## src/include/sebt_pkg.sv

```systemverilog
// ****************************************************************
// timing, sizes and codes shared by the link test logic
// ****************************************************************
package sebt_pkg;
    localparam longint CLK_HZ    = 64'd25000000;
    localparam longint BURST_MS  = 64'd1500;
    localparam longint INTVL_S   = 64'd300;
    localparam longint SOAK_MS   = 64'd1000;
    localparam longint HOLD_MS   = 64'd1000;
    localparam longint BURST_CYC = BURST_MS * CLK_HZ / 64'd1000;
    localparam longint INTVL_CYC = INTVL_S * CLK_HZ;
    localparam longint SOAK_CYC  = SOAK_MS * CLK_HZ / 64'd1000;
    localparam longint HOLD_CYC  = HOLD_MS * CLK_HZ / 64'd1000;

    localparam logic [3:0]  THRESH_CNT = 4'hf;
    localparam int          WORD_W     = 32;
    localparam int          FIFO_DEPTH = 32;
    localparam logic [11:0] MAX_WORDS  = 12'h800;
    localparam logic [7:0]  ALIGN_GAP  = 8'hfe;
    localparam logic [31:0] CRC_POLY   = 32'h04c11db7;
    localparam logic [31:0] CRC_SEED   = 32'hffffffff;

    // word kinds on the transmit and receive word streams
    localparam logic [2:0] K_IDLE  = 3'h0;
    localparam logic [2:0] K_DATA  = 3'h1;
    localparam logic [2:0] K_SOF   = 3'h2;
    localparam logic [2:0] K_CRC   = 3'h3;
    localparam logic [2:0] K_EOF   = 3'h4;
    localparam logic [2:0] K_ALIGN = 3'h5;
    localparam logic [2:0] K_HOLD  = 3'h6;

    typedef enum logic [7:0] {
        TX_IDLE  = 8'h01,
        TX_SOF   = 8'h02,
        TX_DATA  = 8'h04,
        TX_CRC   = 8'h08,
        TX_EOF   = 8'h10,
        TX_ALIGN = 8'h20,
        TX_RAW   = 8'h40,
        TX_LOOP  = 8'h80
    } sebt_tx_e;
endpackage

```

## src/verilog/sebt_top.sv

```systemverilog
`timescale 1ns/1ps
module sebt_top import sebt_pkg::*; #(
    parameter logic [25:0] BURST_N = 26'(BURST_CYC),
    parameter logic [32:0] INTVL_N = 33'(INTVL_CYC),
    parameter logic [24:0] SOAK_N  = 25'(SOAK_CYC),
    parameter logic [24:0] HOLD_N  = 25'(HOLD_CYC)
) (
    input  wire logic        clock_i,
    input  wire logic        rstn_i,
    input  wire logic [31:0] pat_data_i,
    input  wire logic        pat_vld_i,
    output logic             pat_rdy_o,
    input  wire logic        frame_en_i,
    input  wire logic        bist_lpbk_i,
    input  wire logic        bist_xmit_i,
    input  wire logic        oob_reset_i,
    input  wire logic        phy_rdy_i,
    input  wire logic        restart_expiry_i,
    input  wire logic [31:0] rx_word_i,
    input  wire logic [2:0]  rx_kind_i,
    input  wire logic        code_viol_i,
    input  wire logic        disp_err_i,
    input  wire logic        bit_err_i,
    output logic [31:0]      tx_word_o,
    output logic [2:0]       tx_kind_o,
    output logic             loop_o,
    output logic             xmit_o,
    output logic             thresh_o,
    output logic             holdoff_o,
    output logic [3:0]       tally_o,
    output logic [31:0]      byte_err_cnt_o,
    output logic             frame_err_o,
    output logic [15:0]      frame_err_cnt_o,
    output logic             soak_pass_o
);
    typedef struct packed {
        sebt_tx_e    st;
        sebt_tx_e    ret;
        logic [11:0] wcnt;
        logic [7:0]  gap;
        logic [31:0] txw;
        logic [2:0]  txk;
        logic        loop;
        logic        xmit;
        logic        phy;
        logic        win;
        logic [25:0] wcyc;
        logic [3:0]  tally;
        logic [32:0] icyc;
        logic        hold;
        logic [24:0] hcyc;
        logic        thr;
        logic [31:0] bcnt;
        logic [31:0] rprev;
        logic        rhave;
        logic        ferr;
        logic [15:0] fcnt;
        logic [24:0] scyc;
        logic        pass;
    } sebt_top_s;
    localparam sebt_top_s RST_S = '{st: TX_IDLE, ret: TX_IDLE, default: '0};

    sebt_top_s   s_q;
    sebt_top_s   s_d;
    logic [31:0] f_dat;
    logic        f_vld;
    logic        tx_pop;
    logic [31:0] tx_crc;
    logic [31:0] rx_crc;
    logic        ovr;
    logic        align_now;
    logic        err;
    logic        phy_rise;
    logic        rx_data;

    function automatic logic framed(sebt_tx_e st);
        return st inside {TX_SOF, TX_DATA, TX_CRC, TX_EOF, TX_ALIGN};
    endfunction

    // ****************************************************************
    // pattern buffer and crc engines
    // ****************************************************************
    sebt_fifo #(.WIDTH(WORD_W), .DEPTH(FIFO_DEPTH)) u_fifo (
        .clock_i    (clock_i),
        .rstn_i     (rstn_i),
        .in_data_i  (pat_data_i),
        .in_vld_i   (pat_vld_i),
        .in_rdy_o   (pat_rdy_o),
        .out_data_o (f_dat),
        .out_vld_o  (f_vld),
        .out_rdy_i  (tx_pop)
    );

    sebt_crc u_tx_crc (
        .clock_i (clock_i),
        .rstn_i  (rstn_i),
        .clr_i   (s_q.st == TX_SOF),
        .en_i    (tx_pop && s_q.st == TX_DATA),
        .data_i  (f_dat),
        .crc_o   (tx_crc)
    );

    // the crc trails the frame as its last data word, so the engine lags one word
    sebt_crc u_rx_crc (
        .clock_i (clock_i),
        .rstn_i  (rstn_i),
        .clr_i   (rx_kind_i == K_SOF),
        .en_i    (rx_data && s_q.rhave),
        .data_i  (s_q.rprev),
        .crc_o   (rx_crc)
    );

    assign ovr       = oob_reset_i || bist_lpbk_i || bist_xmit_i;
    assign align_now = framed(s_q.st) && s_q.gap == ALIGN_GAP;
    assign tx_pop    = !ovr && !align_now && f_vld && s_q.st inside {TX_DATA, TX_RAW};
    assign err       = code_viol_i || disp_err_i || bit_err_i;
    assign phy_rise  = phy_rdy_i && !s_q.phy;
    assign rx_data   = rx_kind_i == K_DATA;

    // ****************************************************************
    // next state
    // ****************************************************************
    always_comb begin
        s_d      = s_q;
        s_d.thr  = 1'b0;
        s_d.ferr = 1'b0;
        s_d.phy  = phy_rdy_i;

        // transmit side; only retimed loopback exists here
        if (oob_reset_i) begin
            s_d.st  = TX_IDLE;
            s_d.txk = K_IDLE;
            s_d.txw = '0;
        end else if (bist_lpbk_i) begin
            s_d.st = TX_LOOP;
        end else if (bist_xmit_i && s_q.st != TX_LOOP) begin
            s_d.st = TX_RAW;
        end else if (align_now) begin
            s_d.txk = K_ALIGN;
            s_d.ret = s_q.st;
            s_d.st  = TX_ALIGN;
            s_d.gap = '0;
        end else begin
            if (framed(s_q.st)) s_d.gap = s_q.gap + 8'h1;
            case (s_q.st)
                TX_IDLE: begin
                    s_d.txk = K_IDLE;
                    if (frame_en_i) s_d.st = TX_SOF;
                end
                TX_SOF: begin
                    s_d.txk  = K_SOF;
                    s_d.wcnt = '0;
                    s_d.st   = TX_DATA;
                end
                TX_DATA: begin
                    if (f_vld) begin
                        s_d.txw  = f_dat;
                        s_d.txk  = K_DATA;
                        s_d.wcnt = s_q.wcnt + 12'h1;
                        if (s_q.wcnt == MAX_WORDS - 12'h1) s_d.st = TX_CRC;
                    end else begin
                        s_d.txk = K_HOLD;
                    end
                end
                TX_CRC: begin
                    s_d.txw = tx_crc;
                    s_d.txk = K_CRC;
                    s_d.st  = TX_EOF;
                end
                TX_EOF: begin
                    s_d.txk = K_EOF;
                    s_d.st  = frame_en_i ? TX_SOF : TX_IDLE;
                end
                TX_ALIGN: begin
                    s_d.txk = K_ALIGN;
                    s_d.st  = s_q.ret;
                end
                TX_RAW: begin
                    s_d.txw = f_dat;
                    s_d.txk = f_vld ? K_DATA : K_IDLE;
                end
                TX_LOOP: begin
                    s_d.txw = rx_word_i;
                    s_d.txk = rx_kind_i;
                end
                default: begin
                    s_d.st = TX_IDLE;
                end
            endcase
        end
        s_d.loop = s_d.st == TX_LOOP;
        s_d.xmit = s_d.st == TX_RAW;

        // byte errors, saturating
        if (err && s_q.bcnt != '1) s_d.bcnt = s_q.bcnt + 32'h1;

        // burst window
        if (s_q.win) begin
            if (s_q.wcyc == BURST_N - 26'h1) begin
                s_d.win  = 1'b0;
                s_d.wcyc = '0;
            end else begin
                s_d.wcyc = s_q.wcyc + 26'h1;
            end
        end

        // burst tally, interval and holdoff
        if (phy_rise) begin
            s_d.tally = '0;
            s_d.icyc  = '0;
            s_d.hold  = 1'b0;
            s_d.hcyc  = '0;
            s_d.win   = 1'b0;
            s_d.wcyc  = '0;
        end else if (s_q.hold) begin
            if (s_q.hcyc == HOLD_N - 25'h1) begin
                s_d.hold  = 1'b0;
                s_d.hcyc  = '0;
                s_d.tally = '0;
                s_d.icyc  = '0;
            end else begin
                s_d.hcyc = s_q.hcyc + 25'h1;
            end
        end else begin
            if (s_q.icyc == INTVL_N - 33'h1) begin
                s_d.icyc = '0;
                if (restart_expiry_i) s_d.tally = '0;
            end else begin
                s_d.icyc = s_q.icyc + 33'h1;
            end
            if (err && !s_q.win) begin
                s_d.win  = 1'b1;
                s_d.wcyc = '0;
                if (s_q.tally == THRESH_CNT - 4'h1) begin
                    s_d.thr   = 1'b1;
                    s_d.hold  = 1'b1;
                    s_d.tally = '0;
                end else begin
                    s_d.tally = s_q.tally + 4'h1;
                end
            end
        end

        // receive frame crc check
        if (rx_kind_i == K_SOF) begin
            s_d.rhave = 1'b0;
        end else if (rx_data) begin
            s_d.rprev = rx_word_i;
            s_d.rhave = 1'b1;
        end else if (rx_kind_i == K_EOF) begin
            s_d.rhave = 1'b0;
            if (!s_q.rhave || rx_crc != s_q.rprev) begin
                s_d.ferr = 1'b1;
                if (s_q.fcnt != '1) s_d.fcnt = s_q.fcnt + 16'h1;
            end
        end

        // soak timer for loopback and framed runs
        if (!(framed(s_q.st) || s_q.st == TX_LOOP)) begin
            s_d.scyc = '0;
            s_d.pass = 1'b0;
        end else if (s_d.ferr) begin
            s_d.scyc = '0;
            s_d.pass = 1'b0;
        end else if (s_q.scyc == SOAK_N - 25'h1) begin
            s_d.pass = 1'b1;
        end else begin
            s_d.scyc = s_q.scyc + 25'h1;
        end
    end

    always_ff @(posedge clock_i or negedge rstn_i) begin
        if (!rstn_i) s_q <= RST_S;
        else s_q <= s_d;
    end

    assign tx_word_o       = s_q.txw;
    assign tx_kind_o       = s_q.txk;
    assign loop_o          = s_q.loop;
    assign xmit_o          = s_q.xmit;
    assign thresh_o        = s_q.thr;
    assign holdoff_o       = s_q.hold;
    assign tally_o         = s_q.tally;
    assign byte_err_cnt_o  = s_q.bcnt;
    assign frame_err_o     = s_q.ferr;
    assign frame_err_cnt_o = s_q.fcnt;
    assign soak_pass_o     = s_q.pass;
endmodule

```

## src/verilog/sebt_fifo.sv

```systemverilog
`timescale 1ns/1ps
module sebt_fifo #(
    parameter int WIDTH = 32,
    parameter int DEPTH = 32
) (
    input  wire logic             clock_i,
    input  wire logic             rstn_i,
    input  wire logic [WIDTH-1:0] in_data_i,
    input  wire logic             in_vld_i,
    output logic                  in_rdy_o,
    output logic [WIDTH-1:0]      out_data_o,
    output logic                  out_vld_o,
    input  wire logic             out_rdy_i
);
    localparam int AW = $clog2(DEPTH);
    typedef struct packed {
        logic [AW-1:0] wp;
        logic [AW-1:0] rp;
        logic [AW:0]   cnt;
        logic          rdy;
        logic          vld;
    } sebt_fifo_s;
    localparam sebt_fifo_s RST_S = '{rdy: 1'b1, default: '0};

    sebt_fifo_s       s_q;
    sebt_fifo_s       s_d;
    logic [WIDTH-1:0] mem [DEPTH];
    logic             push;
    logic             pop;

    assign push       = in_vld_i && s_q.rdy;
    assign pop        = out_rdy_i && s_q.vld;
    assign in_rdy_o   = s_q.rdy;
    assign out_vld_o  = s_q.vld;
    assign out_data_o = mem[s_q.rp];

    // depth must be a power of two so the pointers wrap by themselves
    always_comb begin
        s_d = s_q;
        if (push) s_d.wp = s_q.wp + AW'(1);
        if (pop) s_d.rp = s_q.rp + AW'(1);
        s_d.cnt = s_q.cnt + (AW+1)'(push) - (AW+1)'(pop);
        s_d.rdy = s_d.cnt != (AW+1)'(DEPTH);
        s_d.vld = s_d.cnt != '0;
    end

    always_ff @(posedge clock_i or negedge rstn_i) begin
        if (!rstn_i) s_q <= RST_S;
        else s_q <= s_d;
    end

    always_ff @(posedge clock_i) begin
        if (push) mem[s_q.wp] <= in_data_i;
    end
endmodule

```

## src/verilog/sebt_crc.sv

```systemverilog
`timescale 1ns/1ps
module sebt_crc import sebt_pkg::*; (
    input  wire logic        clock_i,
    input  wire logic        rstn_i,
    input  wire logic        clr_i,
    input  wire logic        en_i,
    input  wire logic [31:0] data_i,
    output logic [31:0]      crc_o
);
    typedef struct packed {
        logic [31:0] crc;
    } sebt_crc_s;

    sebt_crc_s s_q;
    sebt_crc_s s_d;

    // one word per clock, msb first
    function automatic logic [31:0] crc_step(logic [31:0] c, logic [31:0] d);
        logic [31:0] r;
        r = c;
        for (int i = 31; i >= 0; i--) begin
            r = {r[30:0], 1'b0} ^ (((r[31] ^ d[i]) == 1'b1) ? CRC_POLY : 32'h0);
        end
        return r;
    endfunction

    assign crc_o = s_q.crc;

    always_comb begin
        s_d = s_q;
        if (clr_i) s_d.crc = CRC_SEED;
        else if (en_i) s_d.crc = crc_step(s_q.crc, data_i);
    end

    always_ff @(posedge clock_i or negedge rstn_i) begin
        if (!rstn_i) s_q <= '{crc: CRC_SEED};
        else s_q <= s_d;
    end
endmodule

```

## config.mk

```make
export PLATFORM = sky130hd
export DESIGN_NAME = sebt_top
export DESIGN_NICKNAME = d
export VERILOG_FILES = /design/src/include/sebt_pkg.sv /design/src/verilog/sebt_top.sv /design/src/verilog/sebt_fifo.sv /design/src/verilog/sebt_crc.sv
export SDC_FILE = /design/constraint.sdc
export NUM_CORES = 2
export LEC_CHECK = 0
export BUFFER_PORTS_ARGS = -buffer_cell sky130_fd_sc_hd__buf_2
export CAP_MARGIN = 20
export CORE_MARGIN = 2
export CORE_UTILIZATION = 60
export CTS_BUF_LIST = sky130_fd_sc_hd__clkbuf_16
export CTS_CLUSTER_DIAMETER = 80
export DETAILED_ROUTE_END_ITERATION = 10
export GPL_TIMING_DRIVEN = 1
export HOLD_SLACK_MARGIN = 0.1
export PLACE_DENSITY = 0.85
export SKIP_CTS_REPAIR_TIMING = 1
export SLEW_MARGIN = 20
export SYNTH_ARGS = -nofsm -noshare
export SYNTH_HDL_FRONTEND = slang
export SYNTH_SLANG_ARGS = --single-unit
```

## constraint.sdc

```tcl
create_clock -name clock_i -period 10.2 [get_ports clock_i]
set_input_delay 2.04 -clock clock_i [delete_from_list [all_inputs] [get_ports clock_i]]
set_output_delay 2.04 -clock clock_i [all_outputs]
set_load 0.01 [all_outputs]
```

Word level (Yosys, flattened, before mapping)
Memory sizes are Yosys's and may differ from the RTL's.
Index checks and enable logic that the tools add are counted.
{ "totals": {"elab_cells": 378, "memories": 1, "mem_bits_rw": 1024, "inputBits": 79, "output_inout_bits": 94, "reg_bits": 355} }
{ "mem_list": {"columns": ["memory", "depth", "width", "read_ports", "rd_ports_with_merged_regs", "write_ports", "line", "rtl"], "rows": [
  ["u_fifo.mem", 32, 32, 1, 0, 1, "sebt_fifo.sv:27", "logic [WIDTH-1:0] mem [DEPTH];"]
]} }
{ "classes": {"bitwise_logic": 134, "reduce_logical": 45, "eq_ne": 33, "mux": 122, "addsub": 13} }
{ "op_table": {"columns": ["cell", "count"], "rows": [
  ["27-bit 2-to-1 mux", 66],
  ["32-bit XOR", 52],
  ["32-bit by 27-bit XOR with 32-bit output", 12],
  ["32-bit 2-to-1 mux", 6],
  ["32-bit case mux with 4 select lines", 1],
  ["35-bit 2-to-1 mux", 3],
  ["90-bit 2-to-1 mux", 1],
  ["26-bit 2-to-1 mux", 3],
  ["38-bit 2-to-1 mux", 2],
  ["25-bit 2-to-1 mux", 3],
  ["8-bit 2-to-1 mux", 9],
  ["1-bit XOR", 64],
  ["8-bit case mux with 7 select lines", 1],
  ["17-bit 2-to-1 mux", 3],
  ["25-bit by 1-bit adder with 25-bit output, second input constant", 2],
  ["25-bit equality test, second input constant", 2],
  ["33-bit by 1-bit adder with 33-bit output, second input constant", 1],
  ["33-bit equality test, second input constant", 1],
  ["33-bit 2-to-1 mux", 1],
  ["32-bit by 1-bit adder with 32-bit output, second input constant", 1],
  ["32-bit != test", 1],
  ["32-bit != test, second input constant", 1],
  ["31-bit 2-to-1 mux", 1],
  ["26-bit by 1-bit adder with 26-bit output, second input constant", 1],
  ["54 further kinds", 109]
]} }

Logic depth before layout (Yosys ltp)
An unclocked memory read counts as a cell.
{ "depth": {"depth_word": 99, "mapped_depth": 23, "mapped_depth_nobuf": 17} }

Hierarchy
A second synthesis with hierarchy kept.
{ "hier_totals": {"hier_cells": 4138, "area_unflattened_um2": 63961.3} }
{ "by_module_without_submodules": {"columns": ["module", "seq_area_each_um2", "instances", "area_each_um2", "cells_per_inst"], "rows": [
  ["sebt_fifo", 31201.2, 1, 39740.6, 1801],
  ["sebt_top", 6834.1, 1, 14864.3, 1543],
  ["sebt_crc", 840.8, 2, 4678.2, 397]
]} }

Worst setup path after synthesis
No wires, ideal clock.
{ "synth_path": {"path_kind": "register to register", "startpoint": "register u_fifo.s_q[8] (netlist name)", "endpoint": "register u_tx_crc.s_q (netlist bit u_tx_crc.crc_o[9])", "t_arrival_ns": 4.815, "stages_incl_launch_ff": 20, "synth_period_minus_slack_ns": 4.895, "setup_time_ns": 0.080, "n_path_buf": 9, "t_required_ns": 10.120, "path_slack_ns": 5.305, "cell_sequence": "dfrtp_1 buf_6 buf_12 buf_12 buf_12 buf_12 buf_6 buf_6 buf_6 buf_4 mux4_2 mux4_2 mux2i_1 xor2_1 xnor2_1 xnor3_2 xnor2_4 xor2_4 xnor3_1 o22a_1"} }
{ "synth_between": {"elab_chain_cells": 47, "elab_cells_between_ends": 93, "classes_between": "mux: 31; bitwise: 61; memory: 1"} }
{ "synth_rtl": {"columns": ["element", "line", "rtl"], "rows": [
  ["start, declared", "sebt_fifo.sv:25", "sebt_fifo_s s_q;"],
  ["start signal, assigned", "sebt_fifo.sv:48", "if (!rstn_i) s_q <= RST_S;"],
  ["start signal, assigned", "sebt_fifo.sv:49", "else s_q <= s_d;"],
  ["memory read 32 x 32 bit (*)", null, null],
  ["1-bit XOR", "sebt_crc.sv:22", "r = {r[30:0], 1'b0} ^ (((r[31] ^ d[i]) == 1'b1) ? CRC_POLY : 32'h0);"],
  ["27-bit 2-to-1 mux", "sebt_crc.sv:22", null],
  ["32-bit XOR (6 in series)", "sebt_crc.sv:22", null],
  ["1-bit XOR", "sebt_crc.sv:22", null],
  ["27-bit 2-to-1 mux", "sebt_crc.sv:22", null],
  ["32-bit XOR (6 in series)", "sebt_crc.sv:22", null],
  ["1-bit XOR", "sebt_crc.sv:22", null],
  ["(+16 left out)", null, null],
  ["27-bit 2-to-1 mux", "sebt_crc.sv:22", null],
  ["32-bit XOR (2 in series)", "sebt_crc.sv:22", null],
  ["32-bit by 27-bit XOR with 32-bit output (4 in series)", "sebt_crc.sv:22", null],
  ["1-bit XOR", "sebt_crc.sv:22", null],
  ["27-bit 2-to-1 mux", "sebt_crc.sv:22", null],
  ["32-bit by 27-bit XOR with 32-bit output (*) (2 in series)", "sebt_crc.sv:22", null],
  ["32-bit 2-to-1 mux (*)", "sebt_crc.sv:32", "else if (en_i) s_d.crc = crc_step(s_q.crc, data_i);"],
  ["32-bit 2-to-1 mux (*)", "sebt_crc.sv:31", "if (clr_i) s_d.crc = CRC_SEED;"],
  ["end signal, assigned", "sebt_crc.sv:36", "if (!rstn_i) s_q <= '{crc: CRC_SEED};"],
  ["end, declared", "sebt_crc.sv:14", "sebt_crc_s s_q;"]
]} }
Every way passes the cells marked *; elsewhere a longest branch is shown, timed or not. The select of a mux whose other input is x is not followed.
A chain may end at the register's enable or synchronous reset.

Final worst setup path
{ "layout_path": {"startpoint": "register u_fifo.s_q[12] (netlist name)", "endpoint": "register u_tx_crc.s_q (netlist bit u_tx_crc.crc_o[9])"} }
The elaborated chain is that of the path after synthesis.

==> results.toml <==
[place]
io_buffers = 172
post_dp_cell_area_um2 = 64700
place.gp.congestion = 0.981
dp_hpwl_um = 100000

[detailed_routing]
drc_errors = 0
ant_nets = 0
wl_per_cell_um = 29.4
viasPerCell = 6.62
dr.pass1.iters = 6
drt_first_iter_violations = 5313
wl_um = 170000
vias = 38300

[grt]
antenna_found_initial = 12
grt_use_met3 = 0.0775
grt_max_degree = 125
grt_util_all_layers = 0.316
grt_busiest_layer = "met2"
grt_pass1_vias = 38000
met1_usage = 0.412
grtUsageMet2 = 0.499
grt_pass1_wl_um = 249000
grt_overflow = 0

[clocking]
cts_buffers = 139
root_buffer = "clkbuf_16"
clockBufferDepth = 3
tritoncts = "yes"
clock_sinks = 1379
cts.clk_slew.worst_paths_ns = 0.06
clock_latency_ns = 0.79
htreeDepth = 4

[critical_path]
criticalPathCategory = "flip-flop to flip-flop"
crit_fanout = 28
cpPeakStageDelay_ns = 0.97
end_kind = "flip-flop"
rrSetupSlack_ns = 3.08
cp.required_ns = 10.89
worstPathCellList = "buf_4, clkinv_1, nor2_1, buf_4, nand3_1, nand4_1, xor2_2, xnor2_1, xnor3_2, xnor3_1, xnor3_2, xnor2_4, xor2_4, xnor3_1, o22a_1"
crit_arrival_ns = 7.81
startpoint_type = "flip-flop"
crit_slowest_cell = "clkinv_1"

[synth]
synth_seq_area_share = 0.630
syn_area_um2 = 63000
async_reset_ff_frac = 0.257
synth_top_area_frac = 0.488
synthTopCellsByArea = "edfxtp_1 (49%), dfrtp_1 (11%), xnor2_1 (5.6%), mux4_2 (4.7%), mux2i_1 (3.9%)"
syn_nets = 4254
synth.largest_area_cell = "edfxtp_1"
ys_warn_count = 0
syn-instance-count = 4149
yosysMostFrequentCell = "edfxtp_1"
synth_seq_cells = 1379
synth_ff_type = "edfxtp_1"
synth-edff-count = 1024
ys_types = 93
synth_commonest_cells = "edfxtp_1 (1024), xnor2_1 (400), dfrtp_1 (288)"
syn-mean-instance-area_um2 = 15.2

[final_layout]
area_growth_syn_to_layout_pct = 10.1
utilization = 0.669
nets = 4376
drive_above_1_share = 0.187
stdcell_area_um2 = 69400

[sta]
setup_viol = 0
finalCritPeriodShare = 0.698
hold_viol = 0
tns_ns = 0
grt_setup_unrepaired = "false"
tightest_slew_ns = 1.06
finalMaxSlewViolations = 0
period_needed_ns = 7.12
max_freq_ghz = 0.141
slew-limit-headroom = 0.291
fin_worst_skew_ns = 0.0313

[worst_hold_path]
hold_path.class = "flip-flop to flip-flop"

[run]
cap_violations = 0

[floorplanning]
boundaryPins = 173
die_y_um = 328
initial_core_util = 0.607
die_x_um = 328
coreArea_um2 = 104000
rows = 118
die_area_um2 = 108000

[status]
outcome = "finished clean"
==> cell usage in the layout, fill, tap and decap left out, types with 19 or more instances in the layout <==
master     count
edfxtp_1    1024
xnor2_1      400
dfrtp_1      284
mux2i_1      244
nand2_1      201
nor2_1       175
buf_2        171
o21ai_0      162
xor2_1       155
clkbuf_16    141
mux4_2       131
nand3_1      115
a21oi_1      106
a22oi_1       88
buf_4         69
inv_1         68
dfstp_2       67
nor3_1        56
nand4_1       55
mux2_2        43
xnor3_1       38
and3_1        34
nor2_4        34
a221oi_1      31
xnor2_2       28
mux4_1        27
clkinv_1      25
ha_1          25
a22o_1        21
and2_1        19
nor2b_1       19
a31oi_1       19
==> final timing paths <==
kind,startpoint,endpoint,cells after the start
max,u_fifo.s_q[12]$_DFFE_PN0P_,u_tx_crc.crc_o[9]$_DFFE_PN1P_,15
max in group asynchronous,rstn_i,s_q[158]$_DFFE_PN0P_,3
min reg2reg,s_q[164]$_DFFE_PN0P_,s_q[164]$_DFFE_PN0P_,1
max reg2reg,u_fifo.s_q[12]$_DFFE_PN0P_,u_tx_crc.crc_o[9]$_DFFE_PN1P_,15
min,s_q[164]$_DFFE_PN0P_,s_q[164]$_DFFE_PN0P_,1
min in group asynchronous,rstn_i,frame_err_cnt_o[4]$_DFFE_PN0P_,1
==> cell families after synthesis <==
logic type / after synthesis / share of synthesized area
compound gates: 528 / 0.0547
mux: 451 / 0.106
fa+ha+maj: 26 / 0.00528
xor+xnor: 658 / 0.112
simple gates: 804 / 0.0616
buf+inv: 303 / 0.0310
flops: 1379 / 0.630
==> critical path: cells and delay by family (launching register included) <==
kind / cells / cell delay, ns
AND/OR/NAND/NOR: 3 / 1.20
AO/OA/AOI/OAI: 1 / 0.19
XOR/XNOR: 8 / 3.57
buffers and inverters: 3 / 1.73
flip-flops: 1 / 0.33
==> flip-flops by register name, summed over array words and instances, names as in the netlist <==
register          count
u_fifo.mem         1024
s_q                 180
byte_err_cnt_o       32
tx_word_o            32
u_rx_crc.crc_o       32
u_tx_crc.crc_o       32
frame_err_cnt_o      16
u_fifo.s_q           16
tally_o               4
tx_kind_o             3
frame_err_o           1
holdoff_o             1
loop_o                1
soak_pass_o           1
thresh_o              1
u_fifo.in_rdy_o       1
u_fifo.out_vld_o      1
xmit_o                1
==> final cells by class <==
cell class | count | area, um2
timing repair buffer | 246 | 1480
clock inverter | 113 | 1130
tap | 1380 | 1730
sequential | 1379 | 39700
multi-input combinational | 2467 | 21700
fill | 6671 | 34400
clock buffer | 141 | 3530
inverter | 38 | 143
antenna | 11 | 27.5
==> through the flow <==
stage               std cells  hold slack, ns  setup WS (ns)
floorplan                4149           0.437           5.31
global placement         5508           0.456           3.48
detailed placement       5508           0.464           3.34
CTS                      5762           0.473           3.25
global route             5771           0.496           2.99
finish                   5775           0.475           3.08
==> per-layer routing <==
metal / share of wire / vias up
met5: 0.00015 / -
met3: 0.11 / 581
met1: 0.36 / 19200
met4: 0.053 / 4
li1: - / 15800
met2: 0.47 / 2653
Power is left out: the tool's default activity adds up to more than one toggle a clock period on the data nets, which glitch-free logic cannot reach.
